**config.mk**
```make
export PLATFORM = sky130hd
export DESIGN_NAME = temperature_fault_supervisor
export DESIGN_NICKNAME = d
export VERILOG_FILES = /design/src/temp_supervisor_pkg.sv /design/src/fault_responder.sv /design/src/temperature_fault_supervisor.sv
export VERILOG_INCLUDE_DIRS = /design/src
export SDC_FILE = /design/constraint.sdc
export NUM_CORES = 1
export LEC_CHECK = 0
export ABC_AREA = 0
export BUFFER_PORTS_ARGS = -buffer_cell sky130_fd_sc_hd__buf_4
export CORE_ASPECT_RATIO = 0.5
export CORE_UTILIZATION = 64
export DETAILED_ROUTE_END_ITERATION = 10
export PLACE_DENSITY = 0.82
export SLEW_MARGIN = 5
export SYNTH_ARGS = -nofsm -noshare
export SYNTH_HDL_FRONTEND = slang
export SYNTH_SLANG_ARGS = --single-unit
```
**constraint.sdc**
```tcl
create_clock -name clk -period 6.7 [get_ports clk]
set_input_delay 1.34 -clock clk [delete_from_list [all_inputs] [get_ports clk]]
set_output_delay 1.34 -clock clk [all_outputs]
set_load 0.01 [all_outputs]
```
**src/temperature_fault_supervisor_consts.svh**
```systemverilog
// constants of the temperature fault supervisor: command codes, resets, fields, timing
// assumes inclusion by bare name from the fault responder and supervisor design files
`ifndef TEMPERATURE_FAULT_SUPERVISOR_CONSTS_SVH
`define TEMPERATURE_FAULT_SUPERVISOR_CONSTS_SVH
`define CMD_OT_FAULT_THR    8'h4f
`define CMD_OT_FAULT_ACTION 8'h50
`define CMD_OT_WARN_THR     8'h51
`define CMD_UT_WARN_THR     8'h52
`define CMD_UT_FAULT_THR    8'h53
`define CMD_UT_FAULT_ACTION 8'h54
`define RST_OT_FAULT_THR    16'hebe8
`define RST_OT_WARN_THR     16'heb70
`define RST_UT_WARN_THR     16'he4e0
`define RST_UT_FAULT_THR    16'he490
`define RST_FAULT_ACTION    8'h80
`define ACT_MODE_HI         7
`define ACT_MODE_LO         6
`define ACT_RETRY_HI        5
`define ACT_RETRY_LO        3
`define ACT_TIME_HI         2
`define ACT_TIME_LO         0
`define RETRY_NONE          3'h0
`define RETRY_ENDLESS       3'h7
`define ST_OT_FAULT_BIT     7
`define ST_OT_WARN_BIT      6
`define ST_UT_WARN_BIT      5
`define ST_UT_FAULT_BIT     4
`define OT_RANGE_MIN_C      0
`define OT_RANGE_MAX_C      175
`define UT_RANGE_MIN_C      -55
`define UT_RANGE_MAX_C      25
`define FIXED_FRAC_BITS     16
`define CLK_PERIOD_NS       10
`define OT_TIME_UNIT_NS     1000000
`define UT_TIME_UNIT_NS     1000000
`endif

```
**src/temp_supervisor_pkg.sv**
```systemverilog
// types shared by the temperature fault supervisor and its fault responders
// assumes nothing beyond a SystemVerilog compiler
`default_nettype none
package temp_supervisor_pkg;
  typedef logic        [15:0] l11_word_type;
  typedef logic signed [47:0] fixed_temp_type;
  typedef enum logic [1:0] {
    act_continue  = 2'b00,
    act_delay_off = 2'b01,
    act_off_retry = 2'b10,
    act_hold_off  = 2'b11
  } action_mode_type;
  typedef enum logic [2:0] {
    st_run     = 3'b000,
    st_delay   = 3'b001,
    st_off     = 3'b011,
    st_wait    = 3'b010,
    st_hold    = 3'b100,
    st_latched = 3'b111
  } responder_state_type;
endpackage : temp_supervisor_pkg
`default_nettype wire

```
**src/fault_responder.sv**
```systemverilog
// one fault response sequencer: delay, disable, retry or hold per coded action byte
// assumes fault_active is a clean level and restart, start_ok are synchronous pulses
`default_nettype none
`include "temperature_fault_supervisor_consts.svh"
module fault_responder #(
  parameter int unsigned UNIT_CYCLES = 100000,
  parameter int          CNT_W       = 24
) (
  input  wire logic       clk,
  input  wire logic       reset,
  input  wire logic [7:0] action,
  input  wire logic       fault_active,
  input  wire logic       restart,
  input  wire logic       rail_disable,
  input  wire logic       other_latched,
  input  wire logic       start_ok,
  output var  logic       output_on,
  output var  logic       latched
);
  import temp_supervisor_pkg::*;
  responder_state_type state;
  responder_state_type next_state;
  logic [CNT_W-1:0]    timer;
  logic [CNT_W-1:0]    next_timer;
  logic [2:0]          attempts;
  logic [2:0]          next_attempts;
  wire action_mode_type  mode       = action_mode_type'(action[`ACT_MODE_HI:`ACT_MODE_LO]);
  wire logic [2:0]       retry_set  = action[`ACT_RETRY_HI:`ACT_RETRY_LO];
  wire logic [2:0]       time_set   = action[`ACT_TIME_HI:`ACT_TIME_LO];
  wire logic [CNT_W-1:0] span       = CNT_W'(time_set * UNIT_CYCLES);
  wire logic             timer_done = (timer == '0);
  wire logic             endless    = (retry_set == `RETRY_ENDLESS);
  wire logic             retry_left = endless || (attempts < retry_set);
  wire logic             stop_now   = rail_disable || other_latched;

  always_comb begin
    next_state    = state;
    next_timer    = timer_done ? timer : timer - 1'b1;
    next_attempts = attempts;
    unique case (state)
      st_run: begin
        if (start_ok) next_attempts = '0; // success ends the attempt count
        if (fault_active) begin
          unique case (mode)
            act_continue:  next_state = st_run;
            act_delay_off: begin
              next_state = st_delay;
              next_timer = span;
            end
            act_off_retry: next_state = st_off;
            act_hold_off:  next_state = st_hold;
          endcase
        end
      end
      st_delay: if (timer_done) next_state = st_off;
      st_off: begin
        if (retry_left) begin
          next_state = st_wait;
          next_timer = span;
        end else begin
          next_state = st_latched;
        end
      end
      st_wait: begin
        if (timer_done) begin
          next_state = st_run;
          if (!endless) next_attempts = 3'(attempts + 3'h1);
        end
      end
      st_hold:    if (!fault_active) next_state = st_run;
      st_latched: begin
        if (restart) begin
          next_state    = st_run;
          next_attempts = '0;
        end
      end
    endcase
    if (stop_now && state != st_latched) next_state = st_latched;
  end

  always_ff @(posedge clk) begin
    if (reset) begin
      state     <= st_run;
      timer     <= '0;
      attempts  <= '0;
      output_on <= 1'b1;
      latched   <= 1'b0;
    end else begin
      state     <= next_state;
      timer     <= next_timer;
      attempts  <= next_attempts;
      output_on <= (next_state == st_run) || (next_state == st_delay);
      latched   <= (next_state == st_latched);
    end
  end
endmodule : fault_responder
`default_nettype wire

```
**src/temperature_fault_supervisor.sv**
```systemverilog
// temperature supervision: limit registers, sample comparison, sticky status, fault responses
// assumes a command port already decoded from the management bus, one command per cycle,
// and temperature samples in linear 11-bit format with a one-cycle valid strobe
// Operation
// - code 00 keeps the output running, fault bit still set
// - code 01 waits the time field delay, disables, then applies retry policy
// - code 10 disables at once, then retries per retry field
// - code 11 holds the output off while the fault lasts, then re-enables
// - retry 000 keeps the output off until the device restarts
// - retry 001 to 110 gives that many restarts, spaced by the time field
// - retry 111 restarts endlessly until disabled or another fault shuts down
// - the time field sets both the response delay and the restart spacing
// - every fault sets its status bit, cleared only by clear faults
// - above over-temperature warning limit: summary bit, warning bit, host alert
// - below under-temperature warning limit: summary bit, warning bit, host alert
// - below under-temperature fault limit: fault, then apply its response byte
// - under-temperature fault holds until temperature rises above its warning limit
// - both fault response registers reset to 80h
// - response registers are single bytes, limits are linear 11-bit words
// - over-temperature warning limit resets to EB70h, accepts 0 to 175 degrees
// - under-temperature limits reset to E4E0h and E490h, accept -55 to 25
// - over-temperature fault above its limit, cleared below the warning limit
`default_nettype none
`include "temperature_fault_supervisor_consts.svh"
module temperature_fault_supervisor #(
  parameter int unsigned OT_UNIT_CYCLES = `OT_TIME_UNIT_NS / `CLK_PERIOD_NS,
  parameter int unsigned UT_UNIT_CYCLES = `UT_TIME_UNIT_NS / `CLK_PERIOD_NS,
  parameter int          TIMER_WIDTH    = 24
) (
  input  wire logic                               clk,
  input  wire logic                               reset,
  input  wire logic                               cmd_valid,
  input  wire logic                               cmd_write,
  input  wire logic [7:0]                         cmd_code,
  input  wire temp_supervisor_pkg::l11_word_type  cmd_wdata,
  output var  temp_supervisor_pkg::l11_word_type  rd_data,
  output var  logic                               rd_valid,
  output var  logic                               cmd_refused,
  input  wire logic                               temp_valid,
  input  wire temp_supervisor_pkg::l11_word_type  temp_sample,
  input  wire logic                               clear_faults,
  input  wire logic                               restart,
  input  wire logic                               rail_disable,
  input  wire logic                               start_ok,
  output var  logic                               output_enable,
  output var  logic [7:0]                         status_temperature,
  output var  logic                               temp_summary,
  output var  logic                               host_alert
);
  import temp_supervisor_pkg::*;

  // l11 word to signed fixed point with FIXED_FRAC_BITS fraction bits
  function automatic fixed_temp_type to_fixed(input l11_word_type w);
    logic signed [4:0]  e;
    logic signed [10:0] m;
    logic [5:0]         sh;
    fixed_temp_type     v;
    e  = w[15:11];
    m  = w[10:0];
    sh = 6'(int'(e) + `FIXED_FRAC_BITS);
    v  = m;
    v  = v <<< sh;
    return v;
  endfunction : to_fixed

  function automatic logic in_range(input fixed_temp_type v, input int lo, input int hi);
    fixed_temp_type lo_fx;
    fixed_temp_type hi_fx;
    lo_fx = fixed_temp_type'(lo) <<< `FIXED_FRAC_BITS;
    hi_fx = fixed_temp_type'(hi) <<< `FIXED_FRAC_BITS;
    return (v >= lo_fx) && (v <= hi_fx);
  endfunction : in_range

  l11_word_type overtemp_fault_threshold;
  l11_word_type overtemp_warning_threshold;
  l11_word_type undertemp_warning_threshold;
  l11_word_type undertemp_fault_threshold;
  logic [7:0]   overtemp_fault_action;
  logic [7:0]   undertemp_fault_action;
  logic         ot_fault_active;
  logic         ut_fault_active;
  logic         ot_on;
  logic         ut_on;
  logic         ot_latched;
  logic         ut_latched;

  // command decode
  wire logic hit_ot_fault_thr  = (cmd_code == `CMD_OT_FAULT_THR);
  wire logic hit_ot_action     = (cmd_code == `CMD_OT_FAULT_ACTION);
  wire logic hit_ot_warn_thr   = (cmd_code == `CMD_OT_WARN_THR);
  wire logic hit_ut_warn_thr   = (cmd_code == `CMD_UT_WARN_THR);
  wire logic hit_ut_fault_thr  = (cmd_code == `CMD_UT_FAULT_THR);
  wire logic hit_ut_action     = (cmd_code == `CMD_UT_FAULT_ACTION);
  wire logic hit_any           = hit_ot_fault_thr | hit_ot_action | hit_ot_warn_thr
                               | hit_ut_warn_thr | hit_ut_fault_thr | hit_ut_action;
  wire fixed_temp_type wdata_fixed = to_fixed(cmd_wdata);
  wire logic ot_range_ok = in_range(wdata_fixed, `OT_RANGE_MIN_C, `OT_RANGE_MAX_C);
  wire logic ut_range_ok = in_range(wdata_fixed, `UT_RANGE_MIN_C, `UT_RANGE_MAX_C);
  // limit words outside their range are refused and leave the register alone
  wire logic range_ok = (hit_ot_fault_thr | hit_ot_warn_thr) ? ot_range_ok :
                        (hit_ut_warn_thr | hit_ut_fault_thr) ? ut_range_ok :
                        1'b1;
  wire logic wr_go = cmd_valid & cmd_write & range_ok;
  wire logic rd_go = cmd_valid & ~cmd_write & hit_any;
  wire logic next_refused = cmd_valid & (~hit_any | (cmd_write & ~range_ok));

  // byte registers read back in the low byte, upper byte zero
  wire l11_word_type rd_mux =
    hit_ot_fault_thr ? overtemp_fault_threshold :
    hit_ot_action    ? {8'h00, overtemp_fault_action} :
    hit_ot_warn_thr  ? overtemp_warning_threshold :
    hit_ut_warn_thr  ? undertemp_warning_threshold :
    hit_ut_fault_thr ? undertemp_fault_threshold :
    hit_ut_action    ? {8'h00, undertemp_fault_action} :
    16'h0000;

  always_ff @(posedge clk) begin
    if (reset) begin
      overtemp_fault_threshold    <= `RST_OT_FAULT_THR;
      overtemp_warning_threshold  <= `RST_OT_WARN_THR;
      undertemp_warning_threshold <= `RST_UT_WARN_THR;
      undertemp_fault_threshold   <= `RST_UT_FAULT_THR;
      overtemp_fault_action       <= `RST_FAULT_ACTION;
      undertemp_fault_action      <= `RST_FAULT_ACTION;
    end else if (wr_go) begin
      if (hit_ot_fault_thr) overtemp_fault_threshold    <= cmd_wdata;
      if (hit_ot_warn_thr)  overtemp_warning_threshold  <= cmd_wdata;
      if (hit_ut_warn_thr)  undertemp_warning_threshold <= cmd_wdata;
      if (hit_ut_fault_thr) undertemp_fault_threshold   <= cmd_wdata;
      if (hit_ot_action)    overtemp_fault_action       <= cmd_wdata[7:0];
      if (hit_ut_action)    undertemp_fault_action      <= cmd_wdata[7:0];
    end
  end

  always_ff @(posedge clk) begin
    if (reset) begin
      rd_data     <= 16'h0000;
      rd_valid    <= 1'b0;
      cmd_refused <= 1'b0;
    end else begin
      rd_data     <= rd_go ? rd_mux : rd_data;
      rd_valid    <= rd_go;
      cmd_refused <= next_refused;
    end
  end

  // comparison of each sample with all four limits
  wire fixed_temp_type sample_fixed   = to_fixed(temp_sample);
  wire fixed_temp_type ot_fault_fixed = to_fixed(overtemp_fault_threshold);
  wire fixed_temp_type ot_warn_fixed  = to_fixed(overtemp_warning_threshold);
  wire fixed_temp_type ut_warn_fixed  = to_fixed(undertemp_warning_threshold);
  wire fixed_temp_type ut_fault_fixed = to_fixed(undertemp_fault_threshold);
  wire logic above_ot_fault = temp_valid && (sample_fixed > ot_fault_fixed);
  wire logic below_ot_warn  = temp_valid && (sample_fixed < ot_warn_fixed);
  wire logic above_ot_warn  = temp_valid && (sample_fixed > ot_warn_fixed);
  wire logic below_ut_warn  = temp_valid && (sample_fixed < ut_warn_fixed);
  wire logic above_ut_warn  = temp_valid && (sample_fixed > ut_warn_fixed);
  wire logic below_ut_fault = temp_valid && (sample_fixed < ut_fault_fixed);

  // fault levels with hysteresis against the warning limits; a new crossing wins
  wire logic next_ot_fault = above_ot_fault | (ot_fault_active & ~below_ot_warn);
  wire logic next_ut_fault = below_ut_fault | (ut_fault_active & ~above_ut_warn);

  always_ff @(posedge clk) begin
    if (reset) begin
      ot_fault_active <= 1'b0;
      ut_fault_active <= 1'b0;
    end else begin
      ot_fault_active <= next_ot_fault;
      ut_fault_active <= next_ut_fault;
    end
  end

  // sticky status: a set in the clearing cycle survives
  logic [7:0] status_set;
  always_comb begin
    status_set                   = 8'h00;
    status_set[`ST_OT_FAULT_BIT] = ot_fault_active;
    status_set[`ST_OT_WARN_BIT]  = above_ot_warn;
    status_set[`ST_UT_WARN_BIT]  = below_ut_warn;
    status_set[`ST_UT_FAULT_BIT] = ut_fault_active;
  end
  wire logic [7:0] next_status = status_set | (status_temperature & {8{~clear_faults}});
  wire logic       next_summary = |next_status;

  always_ff @(posedge clk) begin
    if (reset) begin
      status_temperature <= 8'h00;
      temp_summary       <= 1'b0;
      host_alert         <= 1'b0;
    end else begin
      status_temperature <= next_status;
      temp_summary       <= next_summary;
      host_alert         <= next_summary;
    end
  end

  fault_responder #(
    .UNIT_CYCLES (OT_UNIT_CYCLES),
    .CNT_W       (TIMER_WIDTH)
  ) ot_responder (
    .clk           (clk),
    .reset         (reset),
    .action        (overtemp_fault_action),
    .fault_active  (ot_fault_active),
    .restart       (restart),
    .rail_disable  (rail_disable),
    .other_latched (ut_latched),
    .start_ok      (start_ok),
    .output_on     (ot_on),
    .latched       (ot_latched)
  );

  fault_responder #(
    .UNIT_CYCLES (UT_UNIT_CYCLES),
    .CNT_W       (TIMER_WIDTH)
  ) ut_responder (
    .clk           (clk),
    .reset         (reset),
    .action        (undertemp_fault_action),
    .fault_active  (ut_fault_active),
    .restart       (restart),
    .rail_disable  (rail_disable),
    .other_latched (ot_latched),
    .start_ok      (start_ok),
    .output_on     (ut_on),
    .latched       (ut_latched)
  );

  always_ff @(posedge clk) begin
    if (reset) begin
      output_enable <= 1'b1;
    end else begin
      output_enable <= ot_on & ut_on;
    end
  end
endmodule : temperature_fault_supervisor
`default_nettype wire

```
======== After elaboration in Yosys (flattened, before gate mapping) ========
Index checks and enable logic that the tools add are counted.
Widths: inputs -> output; s select.
storage, ports and cells
  bits in registers ....................... 174
  logic and storage cells ................. 198
operators by class
  shift operators ......................... 6
  magnitude comparators ................... 12
  add/subtract/negate cells ............... 10
  muxes and demuxes ....................... 44
  bitwise logic cells ..................... 27
  multiply operators ...................... 2
  equal/unequal tests ..................... 38
  reductions and logical operators ........ 35
operators with widths
  operator               number
  $sshl 11x6->48         6
  $mux 24                8
  $gt 48x48->1           3
  $lt 48x48->1           3
  $pmux 24 s2            2
  $mux 16                5
  $mux 3                 20
  $eq 8x7->1 const B     6
  $ge 48x1->1 const B    1
  $ge 48x23->1 const B   1
  $le 48x22->1 const B   1
  $le 48x25->1 const B   1
  $logic_not 24->1       2
  $sub 24x1->24 const B  2
  $add 5x6->6 const B    6
  $pmux 3 s6             2
  $mul 3x12->15 const B  2
  $eq 3x3->1 const B     8
  $pmux 3 s4             2
  $pmux 3 s3             2
  $eq 3x1->1 const B     4
  $eq 3x2->1 const B     4
  $logic_not 3->1        4
  $ne 2x2->1 const B     6
  20 further kinds       73

======== Longest topological paths before layout ========
Gate-level depths: netlist (run 1).
  depth in word-level cells ............... 10
  gate-level depth with buffers ........... 19
  mapped depth without buffers ............ 18

======== Hierarchy ========
From an unflattened synthesis (run 1), not the netlist that was laid out.
second synthesis, totals
  cells, all modules ...................... 2488
  area total of the unflattened synthesis .. 18670.4 µm²
by module, submodules not included
  module                        instances  seq. area each (µm²)  cells each  area an instance (µm²)
  temperature_fault_supervisor  1          2202.1                1972        14316.2
  fault_responder               2          640.6                 258         2177.1

======== Worst setup path after synthesis (run 1) ========
OpenSTA, ideal clock, no wires.
  path kind ............................... input -> register
  start ................................... input temp_sample[11]
  end ..................................... register host_alert
  stages .................................. 18
  arrival ................................. 5001 ps
  setup slack ............................. 1620 ps
  path buffers ............................ 2
  required time ........................... 6621 ps
  cell sequence ........................... clkbuf_1 buf_1 mux2i_1 mux2i_1 mux2i_1 a21o_1 o21ai_0 ha_1 a21o_1 a21o_1 a21oi_1 o21ai_0 nand2_1 o211ai_1 a2111oi_0 mux2i_1 a21oi_1 o211ai_1
on the way
  word-level cells in the longest chain between the ends .. 6
RTL lines
  item                                                 line                                                                      text
  from (decl)                                          temperature_fault_supervisor.sv:40                                        input wire temp_supervisor_pkg::l11_word_type temp_sample,
  $add 5x6->6 (no source line) *                       -
  $sshl 11x6->48 *                                     temperature_fault_supervisor.sv:62                                        v = v <<< sh;
  $lt 48x48->1 / $gt 48x48->1 (equally long branches)  temperature_fault_supervisor.sv:156, temperature_fault_supervisor.sv:155
  $logic_and 1x1->1 (on tied branches)                 temperature_fault_supervisor.sv:156, temperature_fault_supervisor.sv:155
  $or 8x8->8 *                                         temperature_fault_supervisor.sv:183                                       wire logic [7:0] next_status = status_set | (status_temperature & {8{~clear_faults}});
  $reduce_or 8->1 *                                    temperature_fault_supervisor.sv:184                                       wire logic next_summary = |next_status;
  to (signal assigned)                                 temperature_fault_supervisor.sv:194                                       host_alert <= next_summary;
  to (decl)                                            temperature_fault_supervisor.sv:48                                        output var logic host_alert
Every way passes the cells marked *; elsewhere a longest branch is shown, timed or not.
A chain may end at the register's enable or synchronous reset.

======== Final worst setup path (run 1) ========
  start ................................... input temp_sample[10]
  end ..................................... register ut_fault_active
on the way
  word-level cells in the longest chain between the ends .. 6
RTL lines
  item                  line                                 text
  $sshl 11x6->48 *      temperature_fault_supervisor.sv:62
  $gt 48x48->1          temperature_fault_supervisor.sv:157  wire logic above_ut_warn = temp_valid && (sample_fixed > ut_warn_fixed);
  $logic_and 1x1->1     temperature_fault_supervisor.sv:157
  $not 1->1             temperature_fault_supervisor.sv:162  wire logic next_ut_fault = below_ut_fault | (ut_fault_active & ~above_ut_warn);
  $and 1x1->1           temperature_fault_supervisor.sv:162
  $or 1x1->1 *          temperature_fault_supervisor.sv:162
  to (signal assigned)  temperature_fault_supervisor.sv:170  ut_fault_active <= next_ut_fault;
  to (decl)             temperature_fault_supervisor.sv:81   logic ut_fault_active;
Marked as above.

==> impl_metrics.json, run 1 <==
{
  "p_int_w": 0.00227,
  "totalWireLength_mm": 57.9,
  "drive_above_1_share_pct": 8.29,
  "netlist_instances": 2411,
  "r2r-start": "overtemp_warning_threshold[12]$_SDFFE_PP0P_",
  "clkTransAtPathRegs_ns": 0.08,
  "cts_resized": 0,
  "ys_seq_area_share_pct": 19.4,
  "gp_routability_congestion": 1.02,
  "ant_nets": 0,
  "slew_violations": 0,
  "layout_setup_ws_ns": 1.55,
  "place_hpwl_mm": 43.8,
  "synthAdderAreaFrac_pct": 14.0,
  "ys.flop_type": "dfxtp_1",
  "period_share_pct": 76.9,
  "power.switching_w": 0.00145,
  "yosysWarnings": 0,
  "finClkSkew_ns": 0.0119,
  "async_flop_share_pct": 0,
  "clk_latency_ns": 0.44,
  "synth_xor_area_share_pct": 2.53,
  "root_buffer": "clkbuf_16",
  "start_kind": "input pin",
  "reg2reg_slack_ns": 1.69,
  "routedWlPerCell_um": 21.1,
  "design_area_um2": 19100,
  "grt_pass1_wl_mm": 90.8,
  "r2r-end": "ot_fault_active$_SDFF_PP0_",
  "r2r_cells": 15,
  "cts-htree-levels": 4,
  "final_common_cell": "nand2_1",
  "outcome": "finished, final reports clean",
  "synth_edf_count": 0,
  "post-place-ws_ns": 1.27,
  "max_freq_mhz": 194,
  "final_nets": 2613,
  "layout_common_cells": "nand2_1 (289), nor2_1 (267), ha_1 (201)",
  "place_area_um2": 18500,
  "firstDrtPassIters": 6,
  "min_path_cells": 2,
  "vias": 18420,
  "drc_errors": 0,
  "coreArea_um2": 27000,
  "diodes": 0,
  "cp_max_fo": 16,
  "cts_buffer_depth": 2,
  "syn-mean-instance-area_um2": 7.46,
  "cts_buffers": 17,
  "synth_compound_area_share_pct": 24.5,
  "whs_ns": 0.434,
  "hold_end": "output_enable$_SDFF_PP1_",
  "synth-seq-cells": 174,
  "slew_headroom_pct": 8.06,
  "finalSetupTns_ns": 0,
  "powerDensity_nw_per_um2": 196,
  "worstHoldStart": "ut_responder.output_on$_SDFF_PP1_",
  "muxShareOfSynthArea_pct": 12.3,
  "tightest_slew_ns": 1.38,
  "peakVddDrop_mv": 0.292,
  "hold_buffers": 0,
  "cp.arrival_ns": 5.48,
  "cts_setup_buffers": 0,
  "drt_iter0_drc": 2211,
  "grt_overflow_total": 0,
  "yosys.area_share.simple_pct": 22.4,
  "synth_top_family_by_area": "compound AO/OA/AOI/OAI gates",
  "dieArea_um2": 28800,
  "fp.dieW_um": 239,
  "start_util_pct": 66.6,
  "power_leakage_nw": 8.45,
  "min_period_ns": 5.15,
  "clock_power_share_pct": 26.6,
  "avgViaCountPerCell": 6.70,
  "pwr-share-comb_pct": 37.8,
  "final-setup-viol-count": 0,
  "power_switching_share_pct": 39.0,
  "grt_usage_pct": 40.4,
  "p_seq_share_pct": 35.6,
  "path_class": "in2reg",
  "cts.sinks": 174,
  "syn-num-nets": 2661,
  "hold_violations": 0,
  "antenna_found_initial": 0,
  "ys_types": 86,
  "rsz0062_at_grt": "no",
  "hp-class": "reg2reg",
  "grt_pass1_vias": 16534,
  "crit_path_end_kind": "register",
  "area_growth_pct": 6.01,
  "grt_max_degree": 68,
  "required_ns": 7.03,
  "fp-row-count": 42,
  "drv_cap": 0,
  "port_buffers": 77,
  "ios": 78,
  "chipHeight_um": 121,
  "syn-cell-area_um2": 18000,
  "cts_tree": "done"
}
## metal layers
metal | track usage [%] | share of wire (%) | up-vias
li1 | - | - | 8712
met1 | 56.6 | 43 | 8488
met2 | 59.7 | 41 | 1058
met3 | 7.42 | 11 | 162
met4 | 19.2 | 4.7 | 0
met5 | 0 | 0 | -
## power groups by stage
| stage | sequential, W | clock [W] | combinational, W |
|---|---|---|---|
| after floorplan | 0.00130 | 0 | 0.00111 |
| after global placement | 0.00134 | 0 | 0.00135 |
| after detailed placement | 0.00134 | 0 | 0.00138 |
| after CTS | 0.00132 | 0.000991 | 0.00139 |
| after global routing | 0.00135 | 0.00103 | 0.00158 |
| final | 0.00133 | 0.000991 | 0.00141 |
## sequential cells by signal, indices dropped and copies added, names as in the netlist, 3 cells and up
signal / cells
ot_responder.attempts: 3
overtemp_warning_threshold: 16
undertemp_fault_threshold: 16
ot_responder.state: 3
rd_data: 16
overtemp_fault_action: 8
overtemp_fault_threshold: 16
undertemp_warning_threshold: 16
status_temperature: 8
ut_responder.state: 3
ut_responder.attempts: 3
ot_responder.timer: 24
undertemp_fault_action: 8
ut_responder.timer: 24
## layout make-up
| type | count | area, um^2 |
|---|---|---|
| multi-input cells | 2021 | 13600 |
| flip-flops and latches | 174 | 3480 |
| fillers | 2320 | 7950 |
| inverters | 58 | 218 |
| clock inverters | 15 | 155 |
| repair buffers | 91 | 683 |
| clock buffers | 17 | 425 |
| well taps | 374 | 468 |
## cells by family after synthesis
group                      after synthesis
AOI/OAI and AO/OA                      685
muxes                                  209
buffers and inverters                  216
adders and majority gates              202
DFF                                    174
xor gates and xnor gates                52
and+or+nand+nor                        873
## cell usage after synthesis, types with 6 or more instances
| master | n | area (um^2) |
|---|---|---|
| a21boi_0 | 24 | 180 |
| buf_1 | 11 | 41.3 |
| mux2_2 | 29 | 327 |
| or4_1 | 10 | 75.1 |
| a221oi_1 | 11 | 96.3 |
| xor2_1 | 19 | 166 |
| mux2i_1 | 172 | 1720 |
| o31a_1 | 15 | 131 |
| buf_2 | 10 | 50.1 |
| o21ai_0 | 141 | 706 |
| inv_1 | 52 | 195 |
| o221ai_1 | 8 | 70.1 |
| nor2b_1 | 35 | 219 |
| nand2b_1 | 27 | 169 |
| nor4_1 | 22 | 138 |
| nand3b_1 | 6 | 45.0 |
| nand3_1 | 39 | 195 |
| and2_1 | 24 | 150 |
| nor3b_1 | 6 | 45.0 |
| or3_1 | 13 | 81.3 |
| dfxtp_1 | 174 | 3480 |
| a21oi_1 | 195 | 976 |
| o31ai_1 | 8 | 60.1 |
| a21o_1 | 69 | 518 |
| nor3_1 | 57 | 285 |
| o22ai_1 | 18 | 113 |
| nor2_1 | 267 | 1000 |
| and3_1 | 7 | 43.8 |
| nand2_1 | 289 | 1080 |
| a31oi_1 | 21 | 131 |
| a211oi_1 | 45 | 338 |
| o211ai_1 | 22 | 165 |
| nand4_1 | 40 | 250 |
| xnor2_1 | 33 | 289 |
| o21a_1 | 21 | 158 |
| a22oi_1 | 40 | 300 |
| ha_1 | 201 | 2510 |
| or2_2 | 14 | 87.6 |
| clkbuf_1 | 130 | 488 |
## worst max-delay path by stage
stage,end,slack (ns),from,cells past startpoint
finish,ut_fault_active$_SDFF_PP0_,1.55,temp_sample[10],15
detailed placement,ut_fault_active$_SDFF_PP0_,1.27,temp_sample[11],16
CTS,ut_fault_active$_SDFF_PP0_,1.73,temp_sample[11],16
floorplan,host_alert$_SDFF_PP0_,1.62,temp_sample[11],18
global placement,ut_fault_active$_SDFF_PP0_,1.51,temp_sample[11],17
global route,ut_fault_active$_SDFF_PP0_,1.41,temp_sample[11],17
## per-stage QoR
stage | cells | power, W | util (%)
2_1_floorplan | 2411 | 0.00242 | -
5_1_grt | 2750 | 0.00397 | 70.6
3_3_place_gp | 2718 | 0.00269 | 68.4
3_5_place_dp | 2718 | 0.00273 | 68.4
4_1_cts | 2750 | 0.00371 | 70.6
6_report | 2750 | 0.00373 | 70.6
## worst max-delay path, cell delays in order
cell and delay (ns):
buf_4 0.23, nor2b_1 0.39, o21bai_1 0.22, o21ai_0 0.13
o21ai_0 0.97, ha_1 0.30, nand4_1 0.13, nor2_1 0.17
nand3_1 0.11, or4_1 0.58, a21oi_1 0.19, a2111oi_0 0.11
mux2i_1 0.21, o211ai_1 0.29, nand3_1 0.10
No activity file was read; power rests on OpenSTA's default activity.
==> run 2: changes to the inputs <==
clock period = 4.8 ns   (was 6.7 ns; I/O delays follow)
==> impl_metrics.json, run 2 (synthesized netlist as in run 1, its figures left out) <==
{
  "cts_setup_buffers": 0,
  "crit_path_end": "ut_fault_active$_SDFF_PP0_",
  "cts_tree": "done",
  "place_area_um2": 19000,
  "antenna_found_initial": 0,
  "required_ns": 5.20,
  "power.switching_w": 0.00205,
  "rsz0062_at_grt": "no",
  "power_switching_share_pct": 38.5,
  "port_buffers": 77,
  "min_period_ns": 4.62,
  "p_seq_share_pct": 34.9,
  "outcome": "finished, final reports clean",
  "grt_usage_pct": 41.7,
  "fillers": 2272,
  "layout_common_cells": "nand2_1 (289), nor2_1 (267), ha_1 (201)",
  "grt_pass1_vias": 16837,
  "cts.sinks": 174,
  "r2r-end": "ut_fault_active$_SDFF_PP0_",
  "tightest_slew_ns": 1.00,
  "slew_headroom_pct": 32.9,
  "hold_violations": 0,
  "fp.dieW_um": 239,
  "diodes": 0,
  "hold_buffers": 0,
  "r2r_cells": 13,
  "totalWireLength_mm": 60.6,
  "coreArea_um2": 27000,
  "r2r-start": "undertemp_fault_threshold[11]$_SDFFE_PP0P_",
  "top_regs": "ot_responder.timer x24, ut_responder.timer x24",
  "clk_latency_ns": 0.46,
  "avgViaCountPerCell": 6.67,
  "gp_routability_congestion": 1.06,
  "cts_buffer_depth": 2,
  "final-setup-viol-count": 0,
  "max_freq_mhz": 216,
  "dieArea_um2": 28800,
  "clock_power_share_pct": 26.8,
  "drc_errors": 0,
  "pwr-share-comb_pct": 38.3,
  "firstDrtPassIters": 9,
  "ant_nets": 0,
  "fp-row-count": 42,
  "finClkSkew_ns": 0.0180,
  "routedWlPerCell_um": 21.5,
  "grt_max_degree": 79,
  "hp-class": "reg2reg",
  "multi_input_area_um2": 13600,
  "chipHeight_um": 121,
  "cts-htree-levels": 4,
  "drive_above_1_share_pct": 10.7,
  "design_area_um2": 19600,
  "root_buffer": "clkbuf_16",
  "grt_pass1_wl_mm": 93.3,
  "drt_iter0_drc": 2326,
  "clkTransAtPathRegs_ns": 0.08,
  "area_growth_pct": 8.86,
  "cp_max_fo": 22,
  "powerDensity_nw_per_um2": 271,
  "ios": 78,
  "p_int_w": 0.00326,
  "final_common_cell": "nand2_1",
  "drv_cap": 0,
  "vias": 18776,
  "power_leakage_nw": 8.78,
  "cp.arrival_ns": 5.02,
  "placed_cells": 2784,
  "final_cells": 2816,
  "slew_violations": 0,
  "final_nets": 2679,
  "start_util_pct": 66.6,
  "start_kind": "register",
  "cts_buffers": 17,
  "path_class": "reg2reg",
  "cts_resized": 0,
  "ff_latch_area_um2": 3480,
  "critPathLaunch": "undertemp_fault_threshold[11]$_SDFFE_PP0P_",
  "period_share_pct": 96.3,
  "reg2reg_slack_ns": 0.18,
  "place_hpwl_mm": 46.5,
  "crit_path_end_kind": "register",
  "peakVddDrop_mv": 0.460,
  "grt_overflow_total": 0
}
## run 2: cell types whose count changed in the layout (fill, tap and decap cells not counted)
cell,change
buf_12,+1
buf_4,+65
bufinv_16,+1
clkbuf_8,+1
clkinv_4,-2
clkinv_8,-2
clkinvlp_4,+1
inv_6,+1
nor4_1,+1
nor4_2,-1
## run 2: power groups by stage
stage / Clock (W) / Sequential (W) / Combinational, W
floorplan: 0 / 0.00182 / 0.00155
global placement: 0 / 0.00187 / 0.00192
detailed placement: 0 / 0.00187 / 0.00197
CTS: 0.00142 / 0.00185 / 0.00200
global route: 0.00148 / 0.00188 / 0.00225
finish: 0.00142 / 0.00185 / 0.00203
## run 2: layout make-up
type | count | share of cell area (%)
Clock inverter | 14 | 0.774
Sequential cell | 174 | 17.8
Multi-Input combinational cell | 2021 | 69.6
Timing Repair Buffer | 157 | 6.09
Clock buffer | 18 | 2.24
Tap cell | 374 | 2.39
Inverter | 58 | 1.11
## run 2: critical path, stage by stage, from the launching register on
cell	delay, ns
dfxtp_1	0.95
mux2i_1	0.16
a21oi_1	0.51
mux2i_1	0.18
o21ai_0	0.37
o21ai_0	0.17
ha_1	0.34
nand4_1	0.11
or2_2	0.31
or4_1	0.53
a31oi_1	0.18
o22ai_1	0.14
or3b_2	0.52
nand3_1	0.10
## run 2: per-stage QoR
| stage | worst slack (ns) | total power (W) | hold WS, ns | util, % | TNS [ns] |
|---|---|---|---|---|---|
| floorplan | 0.100 | 0.00337 | 0.400 | - | 0 |
| finish | 0.178 | 0.00531 | 0.436 | 72.4 | 0 |
| global route | 0.00572 | 0.00561 | 0.453 | 72.4 | 0 |
| detailed placement | -0.0395 | 0.00384 | 0.414 | 70.3 | -0.0492 |
| CTS | 0.366 | 0.00527 | 0.432 | 72.4 | 0 |
| global placement | 0.0814 | 0.00379 | 0.411 | 70.3 | 0 |
## run 2: worst min path at each step
stage / from / to / depth (start not counted)
2_1_floorplan: ut_responder.output_on$_SDFF_PP1_ / output_enable$_SDFF_PP1_ / 2
3_3_place_gp: ot_responder.output_on$_SDFF_PP1_ / output_enable$_SDFF_PP1_ / 2
3_5_place_dp: ut_responder.output_on$_SDFF_PP1_ / output_enable$_SDFF_PP1_ / 2
4_1_cts: ut_responder.output_on$_SDFF_PP1_ / output_enable$_SDFF_PP1_ / 2
5_1_grt: ut_responder.output_on$_SDFF_PP1_ / output_enable$_SDFF_PP1_ / 2
6_report: ut_responder.output_on$_SDFF_PP1_ / output_enable$_SDFF_PP1_ / 2
## run 2: per-layer routing
layer	track usage, %	wire length [um]
met1	57.6	26100
met2	62.1	25100
met3	8.72	6750
met4	19.0	2750
met5	0	0
